### src/pkg/uep0_pkg.sv
// Package of constants and types for the endpoint-0 OUT and address register block
// What this block does
// - Stall bit forces STALL, self-clears on setup
// - Hold 7-bit address, respond only there
// - Status bits set only by hardware events
// - Write one clears status bit, zero ignored
// - Status raises interrupt only when mask set
// - Transaction-complete interrupt gated by enable bit
// - Buffer manager serves endpoint only when enabled
package uep0_pkg;
  // Register byte addresses on APB
  localparam logic [7:0] UEP0_ADDR_OUT_CONFIG = 8'h00;
  localparam logic [7:0] UEP0_ADDR_OUT_COUNT = 8'h04;
  localparam logic [7:0] UEP0_ADDR_FUNC_ADDR = 8'h08;
  localparam logic [7:0] UEP0_ADDR_STATUS = 8'h0c;
  localparam logic [7:0] UEP0_ADDR_MASK = 8'h10;
  // Field positions
  localparam int UEP0_BIT_IRQ_EN = 2;
  localparam int UEP0_BIT_STALL = 3;
  localparam int UEP0_BIT_TOGGLE = 5;
  localparam int UEP0_BIT_BM_EN = 7;
  localparam int UEP0_BIT_NAK = 7;
  localparam int UEP0_CNT_W = 4;
  localparam int UEP0_ADR_W = 7;
  // Status bit positions
  localparam int UEP0_ST_STPOW = 0;
  localparam int UEP0_ST_SETUP = 2;
  localparam int UEP0_ST_XFER = 3;
  localparam int UEP0_ST_RESR = 5;
  localparam int UEP0_ST_SUSR = 6;
  localparam int UEP0_ST_RSTR = 7;
  localparam logic [7:0] UEP0_ST_IMPL = 8'hed;
  // Reset values
  localparam logic [7:0] UEP0_RST_CONFIG = 8'h00;
  localparam logic [7:0] UEP0_RST_COUNT = 8'h80;
  localparam logic [7:0] UEP0_RST_ADDR = 8'h00;
  localparam logic [7:0] UEP0_RST_STATUS = 8'h00;
  localparam logic [7:0] UEP0_RST_MASK = 8'h00;
  localparam logic [3:0] UEP0_MAX_BYTES = 4'h8;

  typedef enum logic [1:0] {
    UEP0_HS_NONE = 2'b00,
    UEP0_HS_ACK = 2'b01,
    UEP0_HS_NAK = 2'b10,
    UEP0_HS_STALL = 2'b11
  } uep0_hs_e;

  // Token seen by the serial engine, one-cycle strobes
  typedef struct packed {
    logic out_tok;
    logic setup_tok;
    logic [6:0] addr;
    logic [3:0] endp;
    logic data_pid1;
    logic [3:0] bytes;
    logic crc_ok;
  } uep0_tok_s;

  typedef struct packed {
    logic valid;
    uep0_hs_e hs;
  } uep0_resp_s;
endpackage

### src/rtl/uep0_status.sv
// Sticky event status with write-one-to-clear and masked interrupt
`timescale 1ns/1ps
module uep0_status #(
  parameter int W = 8
) (
  input wire logic ref_clk,
  input wire logic rst_n,
  input wire logic [W-1:0] set_evt,
  input wire logic [W-1:0] clr_w1c,
  input wire logic [W-1:0] mask,
  output logic [W-1:0] status,
  output logic irq
);
  initial begin
    if (W < 1) $error("uep0_status width must be positive");
  end

  genvar i;
  generate
    for (i = 0; i < W; i++) begin : g_bit
      always_ff @(posedge ref_clk) begin
        if (!rst_n) begin
          status[i] <= 1'b0;
        end else if (set_evt[i]) begin
          status[i] <= 1'b1;
        end else if (clr_w1c[i]) begin
          status[i] <= 1'b0;
        end
      end
    end
  endgenerate

  // Set wins over clear so no event is lost
  assign irq = |(status & mask);
endmodule

### src/rtl/uep0_regs.sv
// Endpoint-0 OUT configuration, byte count, function address and status over APB
//
// Design decisions made here: the register offsets and the APB slave port.
`timescale 1ns/1ps
module uep0_regs (
  input wire logic ref_clk,
  input wire logic rst_n,
  input wire logic psel,
  input wire logic penable,
  input wire logic pwrite,
  input wire logic [7:0] paddr,
  input wire logic [31:0] pwdata,
  output logic [31:0] prdata,
  output logic pready,
  output logic pslverr,
  input wire uep0_pkg::uep0_tok_s tok,
  input wire logic ev_resume,
  input wire logic ev_suspend,
  input wire logic ev_bus_reset,
  output uep0_pkg::uep0_resp_s resp,
  output logic bm_service_en,
  output logic data_toggle_flag,
  output logic irq
);
  logic [7:0] ep0_out_config;
  logic [7:0] ep0_out_count;
  logic [6:0] assigned_address_field;
  logic [7:0] bus_event_mask;
  logic [7:0] bus_event_status;
  logic [7:0] set_evt;
  logic [7:0] clr_w1c;
  logic wr;
  logic rd;
  logic mapped;
  logic for_us;
  logic out_hit;
  logic setup_hit;
  logic out_ok;
  logic nak_out;
  logic [3:0] clamped;

  assign wr = psel && penable && pwrite;
  assign rd = psel && penable && !pwrite;
  assign pready = 1'b1;
  assign mapped = (paddr == uep0_pkg::UEP0_ADDR_OUT_CONFIG) ||
                  (paddr == uep0_pkg::UEP0_ADDR_OUT_COUNT) ||
                  (paddr == uep0_pkg::UEP0_ADDR_FUNC_ADDR) ||
                  (paddr == uep0_pkg::UEP0_ADDR_STATUS) ||
                  (paddr == uep0_pkg::UEP0_ADDR_MASK);
  assign pslverr = psel && penable && !mapped;

  // Token decode against our own address only
  assign for_us = (tok.addr == assigned_address_field) && (tok.endp == 4'h0);
  assign out_hit = tok.out_tok && for_us && tok.crc_ok;
  assign setup_hit = tok.setup_tok && for_us && tok.crc_ok;
  // Pending setup also blocks OUT, as does the NAK flag
  assign nak_out = ep0_out_count[uep0_pkg::UEP0_BIT_NAK] ||
                   bus_event_status[uep0_pkg::UEP0_ST_SETUP];
  assign out_ok = out_hit && !ep0_out_config[uep0_pkg::UEP0_BIT_STALL] && !nak_out &&
                  (tok.data_pid1 == ep0_out_config[uep0_pkg::UEP0_BIT_TOGGLE]);
  assign clamped = (tok.bytes > uep0_pkg::UEP0_MAX_BYTES) ? uep0_pkg::UEP0_MAX_BYTES :
                   tok.bytes;

  // Handshake answer, registered
  always_ff @(posedge ref_clk) begin
    if (!rst_n) begin
      resp <= '{valid: 1'b0, hs: uep0_pkg::UEP0_HS_NONE};
    end else if (setup_hit) begin
      resp <= '{valid: 1'b1, hs: uep0_pkg::UEP0_HS_ACK};
    end else if (out_hit) begin
      if (ep0_out_config[uep0_pkg::UEP0_BIT_STALL]) begin
        resp <= '{valid: 1'b1, hs: uep0_pkg::UEP0_HS_STALL};
      end else if (nak_out) begin
        resp <= '{valid: 1'b1, hs: uep0_pkg::UEP0_HS_NAK};
      end else begin
        // Wrong toggle is a repeat: ack but drop data
        resp <= '{valid: 1'b1, hs: uep0_pkg::UEP0_HS_ACK};
      end
    end else begin
      resp <= '{valid: 1'b0, hs: uep0_pkg::UEP0_HS_NONE};
    end
  end

  // Configuration register; stall and toggle also moved by hardware
  always_ff @(posedge ref_clk) begin
    if (!rst_n) begin
      ep0_out_config <= uep0_pkg::UEP0_RST_CONFIG;
    end else begin
      if (wr && paddr == uep0_pkg::UEP0_ADDR_OUT_CONFIG) begin
        ep0_out_config[uep0_pkg::UEP0_BIT_BM_EN] <= pwdata[uep0_pkg::UEP0_BIT_BM_EN];
        ep0_out_config[uep0_pkg::UEP0_BIT_STALL] <= pwdata[uep0_pkg::UEP0_BIT_STALL];
        ep0_out_config[uep0_pkg::UEP0_BIT_IRQ_EN] <= pwdata[uep0_pkg::UEP0_BIT_IRQ_EN];
      end
      // Hardware clear after the software write wins
      if (setup_hit) begin
        ep0_out_config[uep0_pkg::UEP0_BIT_STALL] <= 1'b0;
        ep0_out_config[uep0_pkg::UEP0_BIT_TOGGLE] <= 1'b1;
      end else if (out_ok) begin
        ep0_out_config[uep0_pkg::UEP0_BIT_TOGGLE] <= ~ep0_out_config[uep0_pkg::UEP0_BIT_TOGGLE];
      end
    end
  end

  // Byte count and NAK flag
  always_ff @(posedge ref_clk) begin
    if (!rst_n) begin
      ep0_out_count <= uep0_pkg::UEP0_RST_COUNT;
    end else if (out_ok) begin
      ep0_out_count <= {1'b1, 3'b000, clamped};
    end else if (wr && paddr == uep0_pkg::UEP0_ADDR_OUT_COUNT) begin
      ep0_out_count <= {pwdata[7], 3'b000, pwdata[3:0]};
    end
  end

  // Address loaded by software only
  always_ff @(posedge ref_clk) begin
    if (!rst_n) begin
      assigned_address_field <= uep0_pkg::UEP0_RST_ADDR[6:0];
    end else if (wr && paddr == uep0_pkg::UEP0_ADDR_FUNC_ADDR) begin
      assigned_address_field <= pwdata[6:0];
    end
  end

  always_ff @(posedge ref_clk) begin
    if (!rst_n) begin
      bus_event_mask <= uep0_pkg::UEP0_RST_MASK;
    end else if (wr && paddr == uep0_pkg::UEP0_ADDR_MASK) begin
      bus_event_mask <= pwdata[7:0] & uep0_pkg::UEP0_ST_IMPL;
    end
  end

  // Events; overwrite means a setup arrived while one was pending
  always_comb begin
    set_evt = 8'h00;
    set_evt[uep0_pkg::UEP0_ST_SETUP] = setup_hit;
    set_evt[uep0_pkg::UEP0_ST_STPOW] = setup_hit && bus_event_status[uep0_pkg::UEP0_ST_SETUP];
    set_evt[uep0_pkg::UEP0_ST_XFER] = out_ok && ep0_out_config[uep0_pkg::UEP0_BIT_IRQ_EN];
    set_evt[uep0_pkg::UEP0_ST_RESR] = ev_resume;
    set_evt[uep0_pkg::UEP0_ST_SUSR] = ev_suspend;
    set_evt[uep0_pkg::UEP0_ST_RSTR] = ev_bus_reset;
  end
  assign clr_w1c = (wr && paddr == uep0_pkg::UEP0_ADDR_STATUS) ? pwdata[7:0] : 8'h00;

  uep0_status #(.W(8)) u_status (
    .ref_clk(ref_clk),
    .rst_n(rst_n),
    .set_evt(set_evt),
    .clr_w1c(clr_w1c),
    .mask(bus_event_mask),
    .status(bus_event_status),
    .irq(irq)
  );

  assign bm_service_en = ep0_out_config[uep0_pkg::UEP0_BIT_BM_EN];
  assign data_toggle_flag = ep0_out_config[uep0_pkg::UEP0_BIT_TOGGLE];

  // Read data registered in the access cycle is not needed; zero-wait combinational mux
  always_comb begin
    prdata = 32'h0000_0000;
    if (rd) begin
      case (paddr)
        uep0_pkg::UEP0_ADDR_OUT_CONFIG: prdata = {24'h00_0000, ep0_out_config & 8'hac};
        uep0_pkg::UEP0_ADDR_OUT_COUNT: prdata = {24'h00_0000, ep0_out_count};
        uep0_pkg::UEP0_ADDR_FUNC_ADDR: prdata = {25'h000_0000, assigned_address_field};
        uep0_pkg::UEP0_ADDR_STATUS: prdata = {24'h00_0000, bus_event_status};
        uep0_pkg::UEP0_ADDR_MASK: prdata = {24'h00_0000, bus_event_mask};
        default: prdata = 32'h0000_0000;
      endcase
    end
  end
endmodule

### config.mk
export PLATFORM = sky130hd
export DESIGN_NAME = uep0_regs
export DESIGN_NICKNAME = d
export VERILOG_FILES = /design/src/pkg/uep0_pkg.sv /design/src/rtl/uep0_status.sv /design/src/rtl/uep0_regs.sv
export SDC_FILE = /design/constraint.sdc
export NUM_CORES = 1
export LEC_CHECK = 0
export BUFFER_PORTS_ARGS = -buffer_cell sky130_fd_sc_hd__clkbuf_2
export CORE_ASPECT_RATIO = 0.6
export CORE_MARGIN = 5
export CORE_UTILIZATION = 46
export DETAILED_ROUTE_END_ITERATION = 7
export GPL_TIMING_DRIVEN = 0
export PLACE_DENSITY = 0.86
export SLEW_MARGIN = 20
export SYNTH_ARGS = -nofsm -noshare
export SYNTH_HDL_FRONTEND = slang
export SYNTH_SLANG_ARGS = --single-unit
### constraint.sdc
create_clock -name ref_clk -period 3.1 [get_ports ref_clk]
set_input_delay 0.155 -clock ref_clk [delete_from_list [all_inputs] [get_ports ref_clk]]
set_output_delay 0.155 -clock ref_clk [all_outputs]
set_load 0.05 [all_outputs]
# Yosys cells after proc, flatten, opt, wreduce, memory -nomap -nowiden
# Cells that the tools add are included.
# word_totals
ff_bits	31
latch_bits	0
mem_bits_rw	0
rom_bits	0
elab_cells	93
mem_count	0
# classes
addsub	0
mul	0
div_mod_pow	0
magnitude_cmp	1
n_eq_ne	6
shift	0
muxes	24
n_bitwise	4
n_reduce_logical	42
# op_table
operator	count
$pmux W8 S5	1
$logic_and A1 B1 Y1	19
$eq A8 B4 Y1 const B	2
$mux W8	2
$reduce_bool A2 Y1	8
$mux W1	14
$mux W4	3
$and A8 B8 Y8	1
$eq A8 B3 Y1 const B	1
$eq A8 B5 Y1 const B	1
$logic_not A8 Y1	1
$reduce_or A8 Y1	1
$eq A7 B7 Y1	1
$mux W3	2
$logic_or A1 B1 Y1	5
$gt A4 B4 Y1 const B	1
$logic_not A1 Y1	4
$logic_not A4 Y1	1
$mux W2	2
$reduce_or A2 Y1	2
$not A1 Y1	3
$reduce_or A3 Y1	1
$eq A1 B1 Y1	1

# Longest topological paths before layout
# Gate-level depths: netlist of the first run.
# logic_depth
ltp_word	9
ltp_mapped	5

# Modules after synthesis
# From an unflattened synthesis of the first run, not the netlist that was laid out.
# hier_totals
hier_cells	245
hier_area_um2	2120.8
# modules_own_cells
mod	instances	cells_per_inst	area_each_um2	seq_area_each_um2
uep0_regs	1	215	1806.7	500.5
uep0_status	1	30	314.1	160.2

# Least setup slack after synthesis of the first run
# Ideal clock, no wire load.
# synth_path
path_type	in2out
startpoint	input port paddr[7]
endpoint	output port prdata[4]
t_arrival_ps	2696
required_time_ps	2945
setup_slack_ps	249
path_stages	4
path_cell_list	or4_4 > nor2_1 > nand3_1 > nor4b_1
# synth_via
elab_chain_cells	3
elab_cells_between_ends	7
classes_between	4 x eq/ne; 2 x mux; 1 x reduce/logical
# synth_lines
element	line_no	text
from (decl)	uep0_regs.sv:11	input wire logic [7:0] paddr,
$eq A8 B5 Y1 (tied with other cells)	uep0_regs.sv:161	case (paddr)
$pmux W8 S5 (*)	uep0_regs.sv:161	
$mux W8 (*)	uep0_regs.sv:160	if (rd) begin
to (decl)	uep0_regs.sv:13	output logic [31:0] prdata,
# Mark *: on every way between the ends. The rest lies on a longest branch, timed or not.

# Worst setup path after layout of the first run
# layout_path
startpoint	input port paddr[7]
endpoint	output port prdata[5]
# The elaborated chain is that of the path after synthesis.

==> results_dict.tcl, run 1 <==
set metrics [dict create \
    busiest_layer "met2" \
    fmax_mhz 433 \
    drive_above_1_share_pct 30.8 \
    worstMarginPinSlew_ps 913 \
    clock_path_buffers 2 \
    num_vias 1978 \
    core_um2 4140 \
    synth_edf_count 0 \
    layout_commonest_cell "clkbuf_2" \
    syn-mean-instance-area_um2 8.55 \
    tns_ps 0 \
    wire_per_inst_um 15.0 \
    period_share_pct 74.6 \
    track_usage_pct 19.9 \
    dp.cells 373 \
    start_util_pct 48.3 \
    avgViaCountPerCell 5.19 \
    numCtsBuffers 5 \
    setup_viol 0 \
    cts_setup_buffers 0 \
    syn_inst 234 \
    power_density_nw_per_um2 372 \
    syn-cell-area_um2 2000 \
    path_class "primary input to output pin" \
    finalNonFillerCells 381 \
    finClkSkew_ps 4.57 \
    place_ws_ps 823 \
    met3_usage_pct 4.76 \
    utilization_pct 61.4 \
    drv_slew 0 \
    synthFlopType "dfxtp_1" \
    maxCapViolCount 0 \
    clockRootBuffer "clkbuf_8" \
    worst_slack_ps 788 \
    gr-total-overflow 0 \
    maxSlewHeadroom_pct 38.3 \
    hpwl_um 4630 \
    routed_wl_um 5710 \
    vdd_ir_drop_max_mv 0.232 \
    final_area_um2 2540 \
    yosysUniqueCellTypes 47 \
    syn_to_final_growth_pct 27.1 \
    synth-seq-area-share_pct 31.0 \
    antenna_found_initial 0 \
    worstSetupStartpointType "primary input" \
    fill_cells 401 \
    hp-start "pwdata[6]" \
    cts_tree "built" \
    r2r_start "u_status.status[2]" \
    grt_pass1_vias 1746 \
    use_met1_pct 28.1 \
    grt_max_degree 11 \
    grt_pass1_wl_um 8530 \
    path_clk_slew_ps 60 \
    ios 107 \
    final_cell_mix "clkbuf_2, dfxtp_1, buf_4, conb_1, nor2_1" \
    async_reset_ff_share_pct 0 \
    status "complete, no violations" \
    path_max_fanout 7 \
    ctsResizeCount 0 \
    rows 18 \
    clock_sinks 31 \
    arrival_ps 2160 \
    min_period_ps 2310 \
    rsz0062_at_grt "no" \
    firstDrtPassIters 5 \
    clk_latency_ps 290 \
    die_area_um2 5810 \
    final_nets 387 \
    port-buffer-count 56 \
    ant_nets 0 \
    synth-seq-cells 31 \
    gp_congestion 0.917 \
    use_met2_pct 29.5 \
    die_y_um 61.1 \
    die_w_um 95.1 \
    worstHoldPathType "primary input to flop" \
    yosysWarnings 0 \
    drt_iter0_drc 172 \
    finalHoldViolations 0 \
    cp.required_ps 2940 \
    n_antenna_cell 0 \
    drc 0 \
    startpoint "paddr[7]" \
    cts-htree-levels 2 \
    place_area_um2 2440 \
    hold_buffers 0 \
    end_kind "output pin" \
    p_leak_nw 1.17 \
]
registers in the layout (all words and copies together), names as in the netlist:
name	cells
assigned_address_field	7
bus_event_mask	6
u_status.status	6
ep0_out_count	5
ep0_out_config	4
resp	3
cell type report:
cell class / instances / area [um2] / area share, %
Buffer: 32 / 214 / 8.42
Multi-Input combinational cell: 188 / 1230 / 48.4
Tap cell: 60 / 75.1 / 2.95
Inverter: 6 / 22.5 / 0.886
Clock buffer: 8 / 100 / 3.94
Sequential cell: 31 / 621 / 24.4
Timing Repair Buffer: 56 / 280 / 11.0
cells by family (layout without fill, tap and decap cells):
| family | count (synthesis) | after routing | synth area share (%) |
|---|---|---|---|
| flip-flops | 31 | 31 | 31.0 |
| other | 2 | 25 | 0.375 |
| AND/OR/NAND/NOR | 89 | 89 | 24.7 |
| multiplexers | 27 | 27 | 14.9 |
| AO/OA/AOI/OAI | 39 | 39 | 13.7 |
| XOR/XNOR | 8 | 8 | 3.50 |
| buffers and inverters | 38 | 102 | 11.8 |
where the power goes:
part           switching, mW  internal, mW
Combinational          0.127        0.0613
Clock                  0.151         0.202
Sequential           0.00244         0.401
per-stage QoR:
stage	total power, mW	hold WS, ps
finish	0.945	85.8
global route	0.981	84.1
CTS	0.945	78.4
detailed placement	0.597	383
global placement	0.596	377
floorplan	0.548	256
routing by layer:
metal | vias to the layer above | part of all wire [%]
met3 | 8 | 12
met4 | 0 | 1.3
met2 | 105 | 43
met5 | - | 0
met1 | 889 | 44
li1 | 976 | -
worst max-delay path, cell delays in order:
cell and delay (ps):
clkbuf_2 90, or4_4 570, nor3_1 700, a22oi_1 200, nor2_1 140, clkbuf_2 300
cell usage after synthesis (all sizes together) (2+ instances only):
cell / count / share of area [%]
dfxtp: 31 / 31
buf: 27 / 9.8
nor2: 24 / 4.5
mux2i: 23 / 12
nand2: 20 / 3.8
nand3: 10 / 2.5
a22oi: 8 / 3.0
a21oi: 6 / 1.5
o21ai: 6 / 1.5
clkbuf: 5 / 0.94
inv: 5 / 0.94
nor3: 5 / 1.5
nand4: 4 / 1.3
nor4: 4 / 2.3
o41ai: 4 / 1.8
xnor2: 4 / 1.8
xor2: 4 / 1.8
a31oi: 3 / 0.94
and4: 3 / 1.3
nand2b: 3 / 0.94
nor4b: 3 / 1.3
a22o: 2 / 0.88
a2bb2oi: 2 / 0.88
a41o: 2 / 1.0
and2: 2 / 0.63
and3: 2 / 0.63
conb: 2 / 0.38
mux2: 2 / 1.1
mux4: 2 / 2.3
o21bai: 2 / 0.75
or4: 2 / 1.1
final timing paths:
check	end	slack, ps	cells past startpoint
max	prdata[5]	790	6
min	u_status.status[6]	90	2
max reg2reg	ep0_out_count[2]	1050	4
min reg2reg	assigned_address_field[4]	480	2
Power figures use the tool's default switching activity.
==> run 2: changes to the inputs <==
- CORE_UTILIZATION: 46 -> 45
- PLACE_DENSITY: 0.86 -> 0.84
- clock period: 3.1 -> 2.13 ns (I/O delays scaled with it)
==> run 2 against run 1 <==
Net effect: largest power group is now the clock network; count of clock-buffer cells in the layout decreased by 2; register-to-register slack worse by 740 ps; critical path type unchanged; first-iteration DRC count grew 15%; clock skew rose by 1.9 ps; combinational power grew 47%; global-route usage up 0.34 points; sequential share of layout area fell by 0.42 points; via count is 1.2% higher; clock power up 74%; final cell count stayed put.
==> results_dict.tcl, run 2 (synthesized netlist as in run 1, its figures left out) <==
set metrics [dict create \
    syn_to_final_growth_pct 29.3 \
    routed_wl_um 5880 \
    wl_met2_um 2480 \
    r2r_slack_ps 310 \
    gp_congestion 0.885 \
    final_area_um2 2590 \
    numCtsBuffers 5 \
    firstDrtPassIters 5 \
    rsz0062_at_grt "no" \
    final_cell_mix "clkbuf_2, dfxtp_1, buf_4, conb_1, nor2_1" \
    die_w_um 96.1 \
    path_clk_slew_ps 60 \
    path_class "primary input to output pin" \
    cp.required_ps 2020 \
    wire_per_inst_um 15.4 \
    start_util_pct 47.5 \
    antenna_found_initial 0 \
    cell_internal_pwr_mw 1.05 \
    final_nets 387 \
    vdd_ir_drop_max_mv 0.253 \
    multi_input_comb_area_um2 1260 \
    worstMarginPinSlew_ps 781 \
    p_leak_nw 1.19 \
    power_frac_seq_pct 39.7 \
    setup_viol 0 \
    crit_family "simple AND/OR/NAND/NOR gates" \
    ff_latch_area_um2 621 \
    wl_met1_um 2590 \
    fill_cells 345 \
    drc 0 \
    maxSlewHeadroom_pct 47.6 \
    track_usage_pct 20.2 \
    fmax_mhz 498 \
    end_kind "output pin" \
    drv_slew 0 \
    p_switching_mw 0.429 \
    path_cells "clkbuf_2 -> or4_4 -> nor3_2 -> a22oi_1 -> nor2_1 -> clkbuf_2" \
    p_comb_share_pct 18.8 \
    worst-path-buf-inv 2 \
    drt_iter0_drc 198 \
    cts_tree "built" \
    min_period_ps 2010 \
    layout_commonest_cell "clkbuf_2" \
    status "complete, no violations" \
    n_antenna_cell 0 \
    hold_buffers 0 \
    drive_above_1_share_pct 32.7 \
    grt_max_degree 11 \
    finClkSkew_ps 6.49 \
    ios 107 \
    period_share_pct 94.3 \
    slowest_stage "or4_4" \
    maxCapViolCount 0 \
    port-buffer-count 56 \
    core_um2 4210 \
    ant_nets 0 \
    arrival_ps 1900 \
    gr-total-overflow 0 \
    hpwl_um 4630 \
    avgViaCountPerCell 5.25 \
    worstSetupStartpointType "primary input" \
    cpPeakStageDelay_ps 580 \
    utilization_pct 61.4 \
    clock_path_buffers 2 \
    grt_pass1_vias 1822 \
    cts-htree-levels 2 \
    clk_latency_ps 290 \
    largest_reg_flops 7 \
    grt_pass1_wl_um 8960 \
    die_area_um2 5920 \
    swShare_pct 29.0 \
    finalHoldViolations 0 \
    path_max_fanout 7 \
    num_vias 2001 \
    clockRootBuffer "clkbuf_8" \
    highest_layer "met4" \
    top_regs "assigned_address_field x7, bus_event_mask x6, u_status.status x6" \
    dr_wl_met3_um 746 \
    clock_sinks 31 \
    cts_setup_buffers 0 \
    rows 18 \
    die_y_um 61.7 \
    pwr-share-clk_pct 41.5 \
    worstHoldPathType "primary input to flop" \
    place_area_um2 2450 \
    crit_top_cell "clkbuf_2" \
    top_register "assigned_address_field" \
    power_density_nw_per_um2 572 \
]
## run 2: path summary, 6_finish.rpt
kind | from | endpoint | cells after the start
worst min-delay path | pwdata[6] | u_status.status[6] | 2
worst max register to register | u_status.status[2] | ep0_out_count[3] | 4
worst min register to register | assigned_address_field[4] | assigned_address_field[4] | 2
worst max-delay path | paddr[7] | prdata[5] | 6
## run 2: per-layer routing
metal	track usage [%]	up-vias
li1	-	976
met1	28.5	905
met2	30.2	111
met3	6.11	9
met4	5.26	0
met5	0	-
## run 2: cell type report
type                       instances  area share, %
clock buffer                       6           3.19
sequential                        31           24.0
clock inverter                     2           1.35
multi-input combinational        188           48.6
inverter                           6          0.870
buffer                            32           8.27
timing repair buffer              56           10.8
tap                               60           2.90
## run 2: per-stage QoR
| stage | instances | setup TNS, ps | power (mW) | hold WS [ps] | worst slack, ps |
|---|---|---|---|---|---|
| floorplan | 257 | 0 | 0.798 | 208 | 37.7 |
| global route | 381 | 0 | 1.53 | 32.7 | 5.62 |
| finish | 381 | 0 | 1.48 | 36.0 | 121 |
| detailed placement | 373 | -566 | 0.872 | 334 | -118 |
| CTS | 381 | 0 | 1.48 | 27.2 | 68.7 |
| global placement | 373 | -313 | 0.868 | 332 | -79.5 |
## run 2: repair_timing
item                       4_1_cts  5_1_grt
setup endpoints to repair        7        6
gates cloned                     0        0
gates resized for setup          2        1
## run 2: power groups by stage
stage               sequential [mW]  combinational, mW  clock [mW]
floorplan                     0.599              0.199           0
global placement              0.601              0.267           0
detailed placement            0.601              0.271           0
CTS                           0.587              0.273       0.621
global route                  0.588              0.297       0.647
finish                        0.588              0.278       0.615
==> run 3: changes to the inputs <==
- PLACE_DENSITY: 0.84 -> 0.85
==> run 3 against run 2 <==
Net effect: first-iteration DRC count up 22%; count of clock-buffer cells in the layout unchanged; clock skew up 1.1 ps; clock power down 30%; wire length up 1.7%; non-clock buffer count unchanged; combinational power about the same; core utilization down 0.92 points; total power down 12%; maximum frequency up 3.0%; critical path depth unchanged; register-to-register slack better by 60 ps.
==> results_dict.tcl, run 3 (synthesized netlist as in run 1, its figures left out) <==
set metrics [dict create \
    period_share_pct 91.6 \
    routed_wl_um 5970 \
    place_ws_ps -113 \
    worstMarginPinSlew_ps 789 \
    grt_max_degree 11 \
    firstDrtPassIters 5 \
    crit_top_cell "clkbuf_2" \
    rows 18 \
    die_w_um 96.1 \
    gr-total-overflow 0 \
    clk_latency_ps 290 \
    ios 107 \
    met3_usage_pct 9.77 \
    finalPower_mw 1.30 \
    hold_end "u_status.status[6]" \
    r2r_slack_ps 370 \
    cts-htree-levels 2 \
    use_met2_pct 31.1 \
    min_path_cells 2 \
    path_cells "clkbuf_2 -> or4_4 -> nor3_2 -> a22oi_1 -> nor2_1 -> clkbuf_2" \
    clockRootBuffer "clkbuf_8" \
    cpPeakStageDelay_ps 590 \
    layout_commonest_cell "clkbuf_2" \
    path_max_fanout 7 \
    drive_above_1_share_pct 32.0 \
    end_kind "output pin" \
    die_y_um 61.7 \
    syn_to_final_growth_pct 27.4 \
    power_density_nw_per_um2 510 \
    setup_viol 0 \
    final_area_um2 2550 \
    top_register "assigned_address_field" \
    min_period_ps 1950 \
    place_area_um2 2450 \
    path_class "primary input to output pin" \
    final_nets 387 \
    maxCapViolCount 0 \
    antenna_found_initial 1 \
    worstHoldPathType "primary input to flop" \
    fmax_mhz 513 \
    die_area_um2 5920 \
    p_leak_nw 1.17 \
    drc 0 \
    ant_nets 0 \
    clock_path_buffers 2 \
    grt_pass1_wl_um 9420 \
    drt_iter0_drc 241 \
    track_usage_pct 21.4 \
    core_um2 4210 \
    hpwl_um 4660 \
    vdd_ir_drop_max_mv 0.270 \
    final_cell_mix "clkbuf_2, dfxtp_1, buf_4, conb_1, nor2_1" \
    rsz0062_at_grt "no" \
    hold_slack_ps 38.0 \
    n_antenna_cell 0 \
    worst_slack_ps 180 \
    gp_congestion 0.915 \
    cts_tree "built" \
    reg2reg_depth 4 \
    slowest_stage "or4_4" \
    avgViaCountPerCell 5.38 \
    path_clk_slew_ps 60 \
    hp-start "pwdata[6]" \
    status "complete, no violations" \
    finalHoldViolations 0 \
    finClkSkew_ps 7.59 \
    wire_per_inst_um 15.8 \
    port-buffer-count 56 \
    utilization_pct 60.5 \
    r2r-end "ep0_out_count[1]" \
    maxSlewHeadroom_pct 47.1 \
    drv_slew 0 \
    worstSetupStartpointType "primary input" \
    largest_reg_flops 7 \
    top_regs "assigned_address_field x7, bus_event_mask x6, u_status.status x6" \
    arrival_ps 1840 \
    cts_setup_buffers 0 \
    busiest_layer "met2" \
    grt_pass1_vias 1981 \
    fill_cells 383 \
    use_met1_pct 27.9 \
    start_util_pct 47.5 \
    r2r_start "u_status.status[2]" \
    numCtsBuffers 5 \
    num_vias 2038 \
    cp.required_ps 2020 \
    clock_sinks 31 \
]
## run 3: cell count changes in the layout (fill, tap and decap cells not counted)
cell       previous run  this run
bufinv_16             1         0
nor3_2                3         2
nor3_4                0         1
clkinv_2              1         0
clkbuf_8              6         5
clkbuf_1              5         6
## run 3: worst max path at each step
stage / start / end
final: paddr[7] / prdata[2]
after global routing: paddr[7] / prdata[4]
after CTS: u_status.status[2] / ep0_out_count[2]
after detailed placement: paddr[7] / prdata[2]
after global placement: paddr[7] / prdata[0]
after floorplan: paddr[7] / prdata[4]
## run 3: cell type report
cell class	instances	area, um2	share of cell area, %
tap	60	75.1	2.95
sequential	31	621	24.3
inverter	6	22.5	0.884
buffer	32	214	8.39
timing repair buffer	56	280	11.0
clock buffer	6	72.6	2.85
multi-input combinational	188	1260	49.6
## run 3: metal layers
| layer | share of wire (%) | wire [um] |
|---|---|---|
| met1 | 44 | 2650 |
| met2 | 43 | 2570 |
| met3 | 11 | 661 |
| met4 | 1.4 | 82 |
| met5 | 0.18 | 11 |
## run 3: through the flow
step	instances	setup TNS, ps
finish	379	0
CTS	379	0
floorplan	257	0
detailed placement	373	-501
global route	379	0
global placement	373	-388
## run 3: power breakdown
group	switching, mW	total, mW	internal (mW)
Combinational	0.188	0.278	0.0895
Sequential	0.00396	0.588	0.584
Clock	0.216	0.433	0.217
Total	0.408	1.30	0.891
## run 3: critical path: cells and delay by family
kind | cells | cell delay (ps)
AO/OA/AOI/OAI | 1 | 200
AND/OR/NAND/NOR | 3 | 1150
buffers and inverters | 2 | 390
## run 3: repair_timing
item / 4_1_cts / 5_1_grt
resized for setup: 2 / 2
endpoints found under the setup margin: 7 / 6
hold buffers: 0 / 0
